$ cat src/shared/fuse_guard_pkg.sv
// constants, bus carriers and state layout for the fuse bit command guard
// assumes a classic wishbone master on the same 125 MHz clock as the block
package fuse_guard_pkg;

  // ****************************************
  // timing
  // ****************************************
  localparam int CLK_PERIOD_NS = 8;
  localparam int PROG_TIME_NS  = 1000;
  localparam int PROG_CYCLES   = (PROG_TIME_NS + CLK_PERIOD_NS - 1) / CLK_PERIOD_NS;

  // ****************************************
  // register map and fields
  // ****************************************
  localparam logic [4:0] ADDR_CTRL    = 5'h00;
  localparam logic [4:0] ADDR_CMD     = 5'h04;
  localparam logic [4:0] ADDR_STATUS  = 5'h08;
  localparam logic [4:0] ADDR_FUSE_HI = 5'h0c;
  localparam logic [4:0] ADDR_FUSE_LO = 5'h10;
  localparam int KEY_LSB      = 24;
  localparam int PAGE_LSB     = 8;
  localparam int CTRL_RDY_IE  = 0;
  localparam int ST_READY     = 0;
  localparam int ST_LOCK_ERR  = 2;
  localparam int ST_PROG_ERR  = 3;
  localparam int ST_SECURITY  = 4;
  localparam logic [7:0] CMD_KEY = 8'ha5;

  // ****************************************
  // commands
  // ****************************************
  localparam logic [5:0] CMD_NOP           = 6'h00;
  localparam logic [5:0] CMD_LOCK_REGION   = 6'h02;
  localparam logic [5:0] CMD_UNLOCK_REGION = 6'h03;
  localparam logic [5:0] CMD_BIT_PROG      = 6'h07;
  localparam logic [5:0] CMD_BIT_CLEAR     = 6'h08;
  localparam logic [5:0] CMD_BYTE_PROG     = 6'h0a;
  localparam logic [5:0] CMD_ALL_CLEAR     = 6'h0b;

  // ****************************************
  // fuse layout
  // ****************************************
  localparam int EXT_FETCH_BIT = 16;
  localparam int BOOT_LSB      = 17;
  localparam int SEC_LSB       = 20;
  localparam int USER_PROT_BIT = 22;
  localparam int REGION_LSB    = 4;
  localparam logic [63:0] FUSE_RESET     = 64'hffff_ffff_ffff_ffff;
  localparam logic [63:0] SEC_LOCKED_MSK = 64'h0000_0000_004f_0000;
  localparam logic [63:0] SECURE_MSK     = 64'h0000_0000_0030_0000;
  localparam logic [8:0]  PAGES_ALL      = 9'h100;
  localparam logic [7:0]  PROG_CNT       = 8'(PROG_CYCLES);

  typedef struct packed {
    logic        cyc;
    logic        stb;
    logic        we;
    logic [4:0]  adr;
    logic [3:0]  sel;
    logic [31:0] dat;
  } wb_req_t;

  typedef struct packed {
    logic        ack;
    logic [31:0] dat;
  } wb_rsp_t;

  typedef struct packed {
    wb_rsp_t     rsp;
    logic [63:0] fuses;
    logic [63:0] pend;
    logic        busy;
    logic [7:0]  cnt;
    logic        sec_at_cmd;
    logic        ready;
    logic        lock_err;
    logic        prog_err;
    logic        rdy_ie;
    logic [15:0] page;
    logic [5:0]  code;
    logic        irq;
    logic        denied;
    logic        sec_en;
    logic        sec_dbg_en;
  } state_t;

endpackage

$ cat src/verilog/fuse_bit_command_guard.sv
// fuse bit command guard: fuse commands, protection checks and fuse decode
// assumes security_bit_i and page_query_i are synchronous to clk_i
//
// Overview of operation
// fuses 15:0 are the sixteen region lock bits
// fuse 16 is routed out as the external fetch block, zero forbids
// with security set no command may alter the fetch block fuse
// boot fuses 19:17 decode to protected pages, 7 none through 0 pages 0-127
// pages inside the boot range are reported as denied for erase or program
// boot fuses change only while the security bit is clear
// secure fuses 21:20 decode to secure enable and secure debug enable
// fuse 22 zero enables user protection; changes only with security clear
// bit program and bit clear touch only the fuse named by the page field
// byte program: index in page bits 2:0, value in bits 10:3
// byte program to byte 2 with security set is refused with lock error
// erase of all fuses is refused with lock error when security is set
// wrong key or invalid command code sets the program error flag
// boot, fetch block or user protection change under security gives lock error
// secure fuse change while secure mode is on gives lock error
// region lock and unlock commands modify the lowest sixteen fuses
// fuse values are readable at dedicated bus addresses
// a lock fuse at one is unlocked, at zero locked
// a command acts only when the key byte holds a5
// reading the status register clears both error flags
// ready drops on command write, rises on completion, optional interrupt
// all checks precede any fuse change; a refused command changes nothing
// decoded outputs follow current fuses, also right after reset
//
// The Wishbone slave port and the placing of the registers were left to the implementer.
`timescale 1ns/1ns
module fuse_bit_command_guard (
  input  wire logic                    clk_i,
  input  wire logic                    rst_i,
  input  wire fuse_guard_pkg::wb_req_t wb_i,
  output      fuse_guard_pkg::wb_rsp_t wb_o,
  input  wire logic                    security_bit_i,
  input  wire logic [15:0]             page_query_i,
  output      logic                    page_denied_o,
  output      logic                    ext_fetch_block_fuse_o,
  output      logic [2:0]              boot_area_size_fuses_o,
  output      logic                    secure_state_enable_o,
  output      logic                    secure_debug_enable_o,
  output      logic                    user_prot_fuse_o,
  output      logic                    irq_o
);

  localparam int DONE_LAT = fuse_guard_pkg::PROG_CYCLES;

  fuse_guard_pkg::state_t s_reg;
  fuse_guard_pkg::state_t s_next;

  // ****************************************
  // helpers
  // ****************************************
  function automatic logic [8:0] boot_limit(input logic [2:0] bp);
    if (bp == 3'h7)
      return 9'h000;
    return 9'(fuse_guard_pkg::PAGES_ALL >> (4'(bp) + 4'h1));
  endfunction

  logic        req;
  logic        cmd_wr;
  logic [7:0]  key;
  logic [15:0] pg;
  logic [5:0]  code;
  logic        valid;
  logic [63:0] mask;
  logic [63:0] newf;
  logic        lock_fail;

  assign req    = wb_i.cyc & wb_i.stb & ~s_reg.rsp.ack;
  assign cmd_wr = req & wb_i.we & (wb_i.adr == fuse_guard_pkg::ADDR_CMD) & (&wb_i.sel);
  assign key    = wb_i.dat[31:fuse_guard_pkg::KEY_LSB];
  assign pg     = wb_i.dat[23:fuse_guard_pkg::PAGE_LSB];
  assign code   = wb_i.dat[5:0];

  // ****************************************
  // command decode and protection checks
  // ****************************************
  always_comb
  begin
    valid = 1'b1;
    mask  = 64'h0000_0000_0000_0000;
    newf  = s_reg.fuses;
    unique case (code)
      fuse_guard_pkg::CMD_NOP:
      begin
        valid = 1'b1;
      end
      fuse_guard_pkg::CMD_LOCK_REGION, fuse_guard_pkg::CMD_UNLOCK_REGION:
      begin
        mask = 64'(1) << pg[fuse_guard_pkg::REGION_LSB +: 4];
        newf = (code == fuse_guard_pkg::CMD_LOCK_REGION) ? (s_reg.fuses & ~mask) : (s_reg.fuses | mask);
      end
      fuse_guard_pkg::CMD_BIT_PROG, fuse_guard_pkg::CMD_BIT_CLEAR:
      begin
        valid = (pg[15:6] == 10'h000);
        mask  = 64'(1) << pg[5:0];
        newf  = (code == fuse_guard_pkg::CMD_BIT_PROG) ? (s_reg.fuses & ~mask) : (s_reg.fuses | mask);
      end
      fuse_guard_pkg::CMD_BYTE_PROG:
      begin
        mask = 64'h0000_0000_0000_00ff << {pg[2:0], 3'h0};
        newf = (s_reg.fuses & ~mask) | ((64'(pg[10:3]) << {pg[2:0], 3'h0}) & mask);
      end
      fuse_guard_pkg::CMD_ALL_CLEAR:
      begin
        mask = fuse_guard_pkg::FUSE_RESET;
        newf = fuse_guard_pkg::FUSE_RESET;
      end
      default:
      begin
        valid = 1'b0;
      end
    endcase
    // byte 2 and the erase of all fuses both cover the secured bits
    lock_fail = (security_bit_i & |(mask & fuse_guard_pkg::SEC_LOCKED_MSK))
              | (s_reg.sec_en & |(mask & fuse_guard_pkg::SECURE_MSK));
  end

  // ****************************************
  // next state
  // ****************************************
  always_comb
  begin
    s_next         = s_reg;
    s_next.irq     = 1'b0;
    s_next.rsp.ack = req;
    s_next.rsp.dat = 32'h0000_0000;
    if (s_reg.busy)
    begin
      if (s_reg.cnt == 8'h01)
      begin
        s_next.fuses = s_reg.pend;
        s_next.busy  = 1'b0;
        s_next.ready = 1'b1;
        s_next.irq   = s_reg.rdy_ie;
      end
      else
        s_next.cnt = s_reg.cnt - 8'h01;
    end
    if (req & ~wb_i.we)
    begin
      unique case (wb_i.adr)
        fuse_guard_pkg::ADDR_CTRL:
          s_next.rsp.dat[fuse_guard_pkg::CTRL_RDY_IE] = s_reg.rdy_ie;
        fuse_guard_pkg::ADDR_CMD:
          s_next.rsp.dat = {8'h00, s_reg.page, 2'h0, s_reg.code};
        fuse_guard_pkg::ADDR_STATUS:
        begin
          s_next.rsp.dat[fuse_guard_pkg::ST_READY]    = s_reg.ready;
          s_next.rsp.dat[fuse_guard_pkg::ST_LOCK_ERR] = s_reg.lock_err;
          s_next.rsp.dat[fuse_guard_pkg::ST_PROG_ERR] = s_reg.prog_err;
          s_next.rsp.dat[fuse_guard_pkg::ST_SECURITY] = security_bit_i;
          s_next.lock_err = 1'b0;
          s_next.prog_err = 1'b0;
        end
        fuse_guard_pkg::ADDR_FUSE_HI:
          s_next.rsp.dat = s_reg.fuses[63:32];
        fuse_guard_pkg::ADDR_FUSE_LO:
          s_next.rsp.dat = s_reg.fuses[31:0];
        default:
          s_next.rsp.dat = 32'h0000_0000;
      endcase
    end
    if (req & wb_i.we & (wb_i.adr == fuse_guard_pkg::ADDR_CTRL) & wb_i.sel[0])
      s_next.rdy_ie = wb_i.dat[fuse_guard_pkg::CTRL_RDY_IE];
    if (cmd_wr)
    begin
      // a command during a busy period is dropped so the pending fuse image stays intact
      if ((key != fuse_guard_pkg::CMD_KEY) | s_reg.busy | ~valid)
        s_next.prog_err = 1'b1;
      else
      begin
        s_next.page       = pg;
        s_next.code       = code;
        s_next.ready      = 1'b0;
        s_next.busy       = 1'b1;
        s_next.cnt        = fuse_guard_pkg::PROG_CNT;
        s_next.sec_at_cmd = security_bit_i;
        s_next.pend       = lock_fail ? s_reg.fuses : newf;
        if (lock_fail)
          s_next.lock_err = 1'b1;
      end
    end
    s_next.sec_en     = s_next.fuses[21] ^ s_next.fuses[fuse_guard_pkg::SEC_LSB];
    s_next.sec_dbg_en = ~s_next.fuses[21] & s_next.fuses[fuse_guard_pkg::SEC_LSB];
    s_next.denied = ({7'h00, boot_limit(s_reg.fuses[19:fuse_guard_pkg::BOOT_LSB])} > page_query_i)
                  | ~s_reg.fuses[page_query_i[fuse_guard_pkg::REGION_LSB +: 4]];
  end

  // ****************************************
  // state register
  // ****************************************
  always_ff @(posedge clk_i)
  begin
    if (rst_i)
    begin
      s_reg       <= '0;
      s_reg.fuses <= fuse_guard_pkg::FUSE_RESET;
      s_reg.pend  <= fuse_guard_pkg::FUSE_RESET;
      s_reg.ready <= 1'b1;
      s_reg.sec_en     <= fuse_guard_pkg::FUSE_RESET[21] ^ fuse_guard_pkg::FUSE_RESET[20];
      s_reg.sec_dbg_en <= ~fuse_guard_pkg::FUSE_RESET[21] & fuse_guard_pkg::FUSE_RESET[20];
    end
    else
      s_reg <= s_next;
  end

  assign wb_o                   = s_reg.rsp;
  assign page_denied_o          = s_reg.denied;
  assign ext_fetch_block_fuse_o = s_reg.fuses[fuse_guard_pkg::EXT_FETCH_BIT];
  assign boot_area_size_fuses_o = s_reg.fuses[19:fuse_guard_pkg::BOOT_LSB];
  assign secure_state_enable_o  = s_reg.sec_en;
  assign secure_debug_enable_o  = s_reg.sec_dbg_en;
  assign user_prot_fuse_o       = s_reg.fuses[fuse_guard_pkg::USER_PROT_BIT];
  assign irq_o                  = s_reg.irq;

  // ****************************************
  // checks
  // ****************************************
  a_bad_key_flags: assert property (@(posedge clk_i) disable iff (rst_i)
    cmd_wr && key != fuse_guard_pkg::CMD_KEY |=> s_reg.prog_err && $stable(s_reg.code))
    else $error("bad key did not flag program error");

  a_ready_drops: assert property (@(posedge clk_i) disable iff (rst_i)
    cmd_wr && key == fuse_guard_pkg::CMD_KEY && !s_reg.busy && valid |=> !s_reg.ready)
    else $error("ready did not drop on command");

  a_ready_returns: assert property (@(posedge clk_i) disable iff (rst_i)
    $fell(s_reg.ready) |-> ##[DONE_LAT:DONE_LAT] s_reg.ready)
    else $error("ready did not return in time");

  a_fuses_hold_busy: assert property (@(posedge clk_i) disable iff (rst_i)
    s_reg.busy && s_reg.cnt != 8'h01 |=> $stable(s_reg.fuses))
    else $error("fuses changed before completion");

  a_secured_fuses_kept: assert property (@(posedge clk_i) disable iff (rst_i)
    s_reg.busy && s_reg.cnt == 8'h01 && s_reg.sec_at_cmd
    |=> (s_reg.fuses & fuse_guard_pkg::SEC_LOCKED_MSK) == ($past(s_reg.fuses) & fuse_guard_pkg::SEC_LOCKED_MSK))
    else $error("secured fuse changed under security");

  a_erase_all_refused: assert property (@(posedge clk_i) disable iff (rst_i)
    cmd_wr && key == fuse_guard_pkg::CMD_KEY && !s_reg.busy && security_bit_i
      && code == fuse_guard_pkg::CMD_ALL_CLEAR |=> s_reg.lock_err ##1 !s_reg.ready)
    else $error("erase of all fuses not refused");

  a_status_clears: assert property (@(posedge clk_i) disable iff (rst_i)
    req && !wb_i.we && wb_i.adr == fuse_guard_pkg::ADDR_STATUS |=> !s_reg.lock_err && !s_reg.prog_err)
    else $error("status read did not clear errors");

  a_secure_decode: assert property (@(posedge clk_i) disable iff (rst_i)
    secure_state_enable_o == (s_reg.fuses[21] ^ s_reg.fuses[20])
      && secure_debug_enable_o == (!s_reg.fuses[21] && s_reg.fuses[20]))
    else $error("secure decode mismatch");

  a_boot_page_zero: assert property (@(posedge clk_i) disable iff (rst_i)
    page_query_i == 16'h0000 && s_reg.fuses[19:17] != 3'h7 |=> page_denied_o)
    else $error("boot page zero not denied");

  a_ack_single: assert property (@(posedge clk_i) disable iff (rst_i)
    req |=> wb_o.ack ##1 !wb_o.ack)
    else $error("ack not a single cycle");

  a_busy_cmd_refused: assert property (@(posedge clk_i) disable iff (rst_i)
    cmd_wr && s_reg.busy |=> s_reg.prog_err && $stable(s_reg.pend))
    else $error("command during busy period not refused");

  a_bad_code_flags: assert property (@(posedge clk_i) disable iff (rst_i)
    cmd_wr && key == fuse_guard_pkg::CMD_KEY && !s_reg.busy && !valid |=> s_reg.prog_err && s_reg.ready)
    else $error("invalid command did not flag program error");

  a_lock_flagged: assert property (@(posedge clk_i) disable iff (rst_i)
    cmd_wr && key == fuse_guard_pkg::CMD_KEY && !s_reg.busy && valid && lock_fail
    |=> s_reg.lock_err && !s_reg.ready)
    else $error("protected fuse change did not flag lock error");

  a_secure_fuses_kept: assert property (@(posedge clk_i) disable iff (rst_i)
    s_reg.busy && s_reg.cnt == 8'h01 && s_reg.sec_en
    |=> (s_reg.fuses & fuse_guard_pkg::SECURE_MSK) == ($past(s_reg.fuses) & fuse_guard_pkg::SECURE_MSK))
    else $error("secure fuse changed in secure mode");

  a_irq_on_done: assert property (@(posedge clk_i) disable iff (rst_i)
    s_reg.busy && s_reg.cnt == 8'h01 |=> s_reg.ready && irq_o == $past(s_reg.rdy_ie))
    else $error("completion did not raise ready or interrupt");

  a_irq_single: assert property (@(posedge clk_i) disable iff (rst_i)
    irq_o |=> !irq_o)
    else $error("interrupt longer than one cycle");

  a_ready_idle: assert property (@(posedge clk_i) disable iff (rst_i)
    !s_reg.busy |-> s_reg.ready)
    else $error("ready low while idle");

  a_region_denied: assert property (@(posedge clk_i) disable iff (rst_i)
    !s_reg.fuses[page_query_i[fuse_guard_pkg::REGION_LSB +: 4]] |=> page_denied_o)
    else $error("page in locked region not denied");

  a_boot_none_free: assert property (@(posedge clk_i) disable iff (rst_i)
    s_reg.fuses[19:fuse_guard_pkg::BOOT_LSB] == 3'h7
      && s_reg.fuses[page_query_i[fuse_guard_pkg::REGION_LSB +: 4]]
    |=> !page_denied_o)
    else $error("unprotected page denied");

endmodule // fuse_bit_command_guard
$ cat config.mk
export PLATFORM = sky130hd
export DESIGN_NAME = fuse_bit_command_guard
export DESIGN_NICKNAME = d
export VERILOG_FILES = /design/src/shared/fuse_guard_pkg.sv /design/src/verilog/fuse_bit_command_guard.sv
export SDC_FILE = /design/constraint.sdc
export NUM_CORES = 1
export LEC_CHECK = 0
export BUFFER_PORTS_ARGS = -buffer_cell sky130_fd_sc_hd__buf_2
export CORE_MARGIN = 2
export CORE_UTILIZATION = 30
export DETAILED_ROUTE_END_ITERATION = 10
export GPL_TIMING_DRIVEN = 0
export PLACE_DENSITY = 0.47
export RECOVER_POWER = 25
export SLEW_MARGIN = 20
export SYNTH_ARGS = -nofsm -noshare
export SYNTH_HDL_FRONTEND = slang
export SYNTH_SLANG_ARGS = --single-unit
$ cat constraint.sdc
create_clock -name clk_i -period 2.8 [get_ports clk_i]
set_clock_uncertainty 0.15 [all_clocks]
set_input_delay 0.42 -clock clk_i [delete_from_list [all_inputs] [get_ports clk_i]]
set_output_delay 0.42 -clock clk_i [all_outputs]
set_load 0.03 [all_outputs]
==> run metrics <==
outcome complete, no violations; CTS buffer count 17; Die Footprint ~40,000 µm²; Worst setup SP type primary input; HPWL after detailed placement between 40,000 and 50,000 µm; count leader, synth nand2_1; Setup CP Type in2reg; Hold Crit Endpoint s_reg[24]; Clock Sinks 200; final core utilization a little over a third; Placer Congestion 0.988; CP Capture Type flip-flop; ANT nets after route 0; Post-Syn Area 11,900 µm²; DRC viols 0; worst hold start wb_i[22]; Setup-failing EPs final 0; H-tree Lvls 4; vias in the first global route roughly 11,000; Synth Net Count 1,553; Post-synth top cells nand2_1, dfxtp_1, a21oi_1; RSZ-0062 raised after global routing true; DRT Wirelength 55,500 µm; r2r startpoint wb_o[32]; Initial Util 30.6%; CP startpoint wb_i[16]; max reg flops 158; Async SR Flop Fraction 0%; Leakage approximately 5.4 nW; Worst Reg-to-Reg Cells 7; CP Data Required Time about 3.0 ns; total gr overflow 0; top-area cell type share of the netlist area 33.7%; Yosys top cell by area dfxtp_1; Clock transition at path regs roughly 0.080 ns; global-route wire length before repair 79,600 µm; Final Cycle Share 98.6%; reg-to-reg endpoint s_reg[90]; total track usage about a quarter; register area share after synthesis 33.7%; ranking of synthesized cells by area dfxtp_1, nand2_1, a21oi_1; final worst path period need 2.76 ns; CTS tree done; Fillers a little over 4,000; Max Cap Viol 0; largest net degree at the start of global routing 20; number of synthesized flops with an enable pin 0; Iteration-0 DRC Markers 1,171; vias per cell 5.75; Ys Warns 0; Worst Path Arrival 2.96 ns; Placement Rows between 70 and 80; Worst Hold Depth 3; drt wl/cell 26.1 µm; Final #Nets 1,665; Syn Inst Count roughly 1,500; f_max 362 MHz; Simple-Gate Fraction of Synth Area 24.0%; number of synthesized register bits 200; Worst Path Max Fanout 10; Hold Fails Final Rpt 0; R2R setup slack 0.12 ns; I/O pins 105; worst-skew pair later-pin latency 0.48 ns; share of layout cells above drive strength 1 14.9%; normalized max-slew margin 24.8%; Slew Limit Fails 0; Synth Area in Compound Gates 25.2%; Mean Syn Cell Area 8.02 µm²; Power Density 442 nW/µm²; Hold WC Path Type in2reg; port bufs between 90 and 100; initial antenna violation count 1; area of the core 38,800 µm²; Die X 203 µm; routed vias 12,200; P&R area growth vs syn 15.0%; Die Y 203 µm; Cell variety after synth 84; clk root buf clkbuf_16; Synth Flop Type dfxtp_1; Post-Synth XOR/XNOR Area 0.442%; largest family of logic cells by synthesized area compound AO/OA/AOI/OAI gates; setup TNS 0 ns; maximum vdd drop between 0.3 and 0.4 mV; post-synthesis adder-cell area fraction under 10%; Longest Clk Path Bufs 2; DR pass1 iterations 5; Worst-Margin Slew 1.12 ns; proportion of synthesized area in mux cells 7.22%
worst max-delay path: stages:
cell and delay, ns:
clkbuf_2 0.34, nor4_2 0.43, nand3_1 0.19, o32ai_2 0.32
nand3_4 0.27, clkbuf_1 0.39, a221oi_1 0.48, o21bai_1 0.10
cell type report:
cell class,instances,area (µm²),share of cell area (%)
multi-input cells,1085,6980,51.1
flip-flops and latches,200,4000,29.3
plain buffers,174,941,6.89
well taps,518,648,4.75
clock buffers,18,429,3.14
repair buffers,93,417,3.05
clock inverters,14,158,1.15
inverters,21,78.8,0.577
diodes,1,2.50,0.0183
layer usage:
metal  vias to the layer above  GRT usage [%]  wire length, µm  share of wire [%]
met2                       549           41.5            24400                 44
met3                       125           5.89             4200                7.6
li1                       5575              -                -                  -
met1                      5963           35.5            24400                 44
met5                         -              0                0                  0
met4                         0           11.0             2480                4.5
cells in the final DEF, fill, tap and decap left out, drive strengths merged, types with 22 or more instances in the layout:
cell and n:
a21oi 132, mux2i 53, a22oi 36, o21ai 87, nand2 207, nor2 96, buf 135, a221oi 22
inv 28, dfxtp 200, nor3 50, clkbuf 150, nand2b 25, nand3b 69
logic make-up after synthesis:
family / after synthesis
and+or+nand+nor: 544
AOI/OAI and AO/OA: 448
xor gates and xnor gates: 6
muxes: 77
adders and majority gates: 10
buffers and inverters: 195
DFF: 200
repair_timing:
item                       in CTS  in global routing
gates cloned                    0                  0
pin swaps                       1                  0
gates resized for setup        13                 22
setup buffers                   2                  0
hold buffers                    0                  0
setup endpoints to repair     150                 78
hold endpoints to repair        0                  0
worst max path at each step:
stage | end | depth (start not counted)
after floorplan | s_reg[93] | 9
after global placement | s_reg[73] | 7
after detailed placement | s_reg[73] | 7
after CTS | s_reg[62] | 8
after global routing | s_reg[83] | 10
final | s_reg[90] | 8
power by group:
group	switching [mW]	internal (mW)	total, mW
registers	0.000575	2.84	2.84
clock network	1.31	1.27	2.58
logic	0.416	0.192	0.609
per-stage QoR:
stage               power, mW  instances  cell area [µm²]  worst slack [ns]  hold slack (ns)
finish                   6.03       2124            13700            0.0383           0.0583
global route             6.21       2123            13700           -0.0133           0.0511
CTS                      6.06       2123            13600          0.000435           0.0415
detailed placement       3.49       2089            13000             -1.09            0.292
global placement         3.49       2089            13000             -1.15            0.286
floorplan                3.26       1480            11900             0.412            0.278
Note: power is estimated with default switching activity, not from simulation.
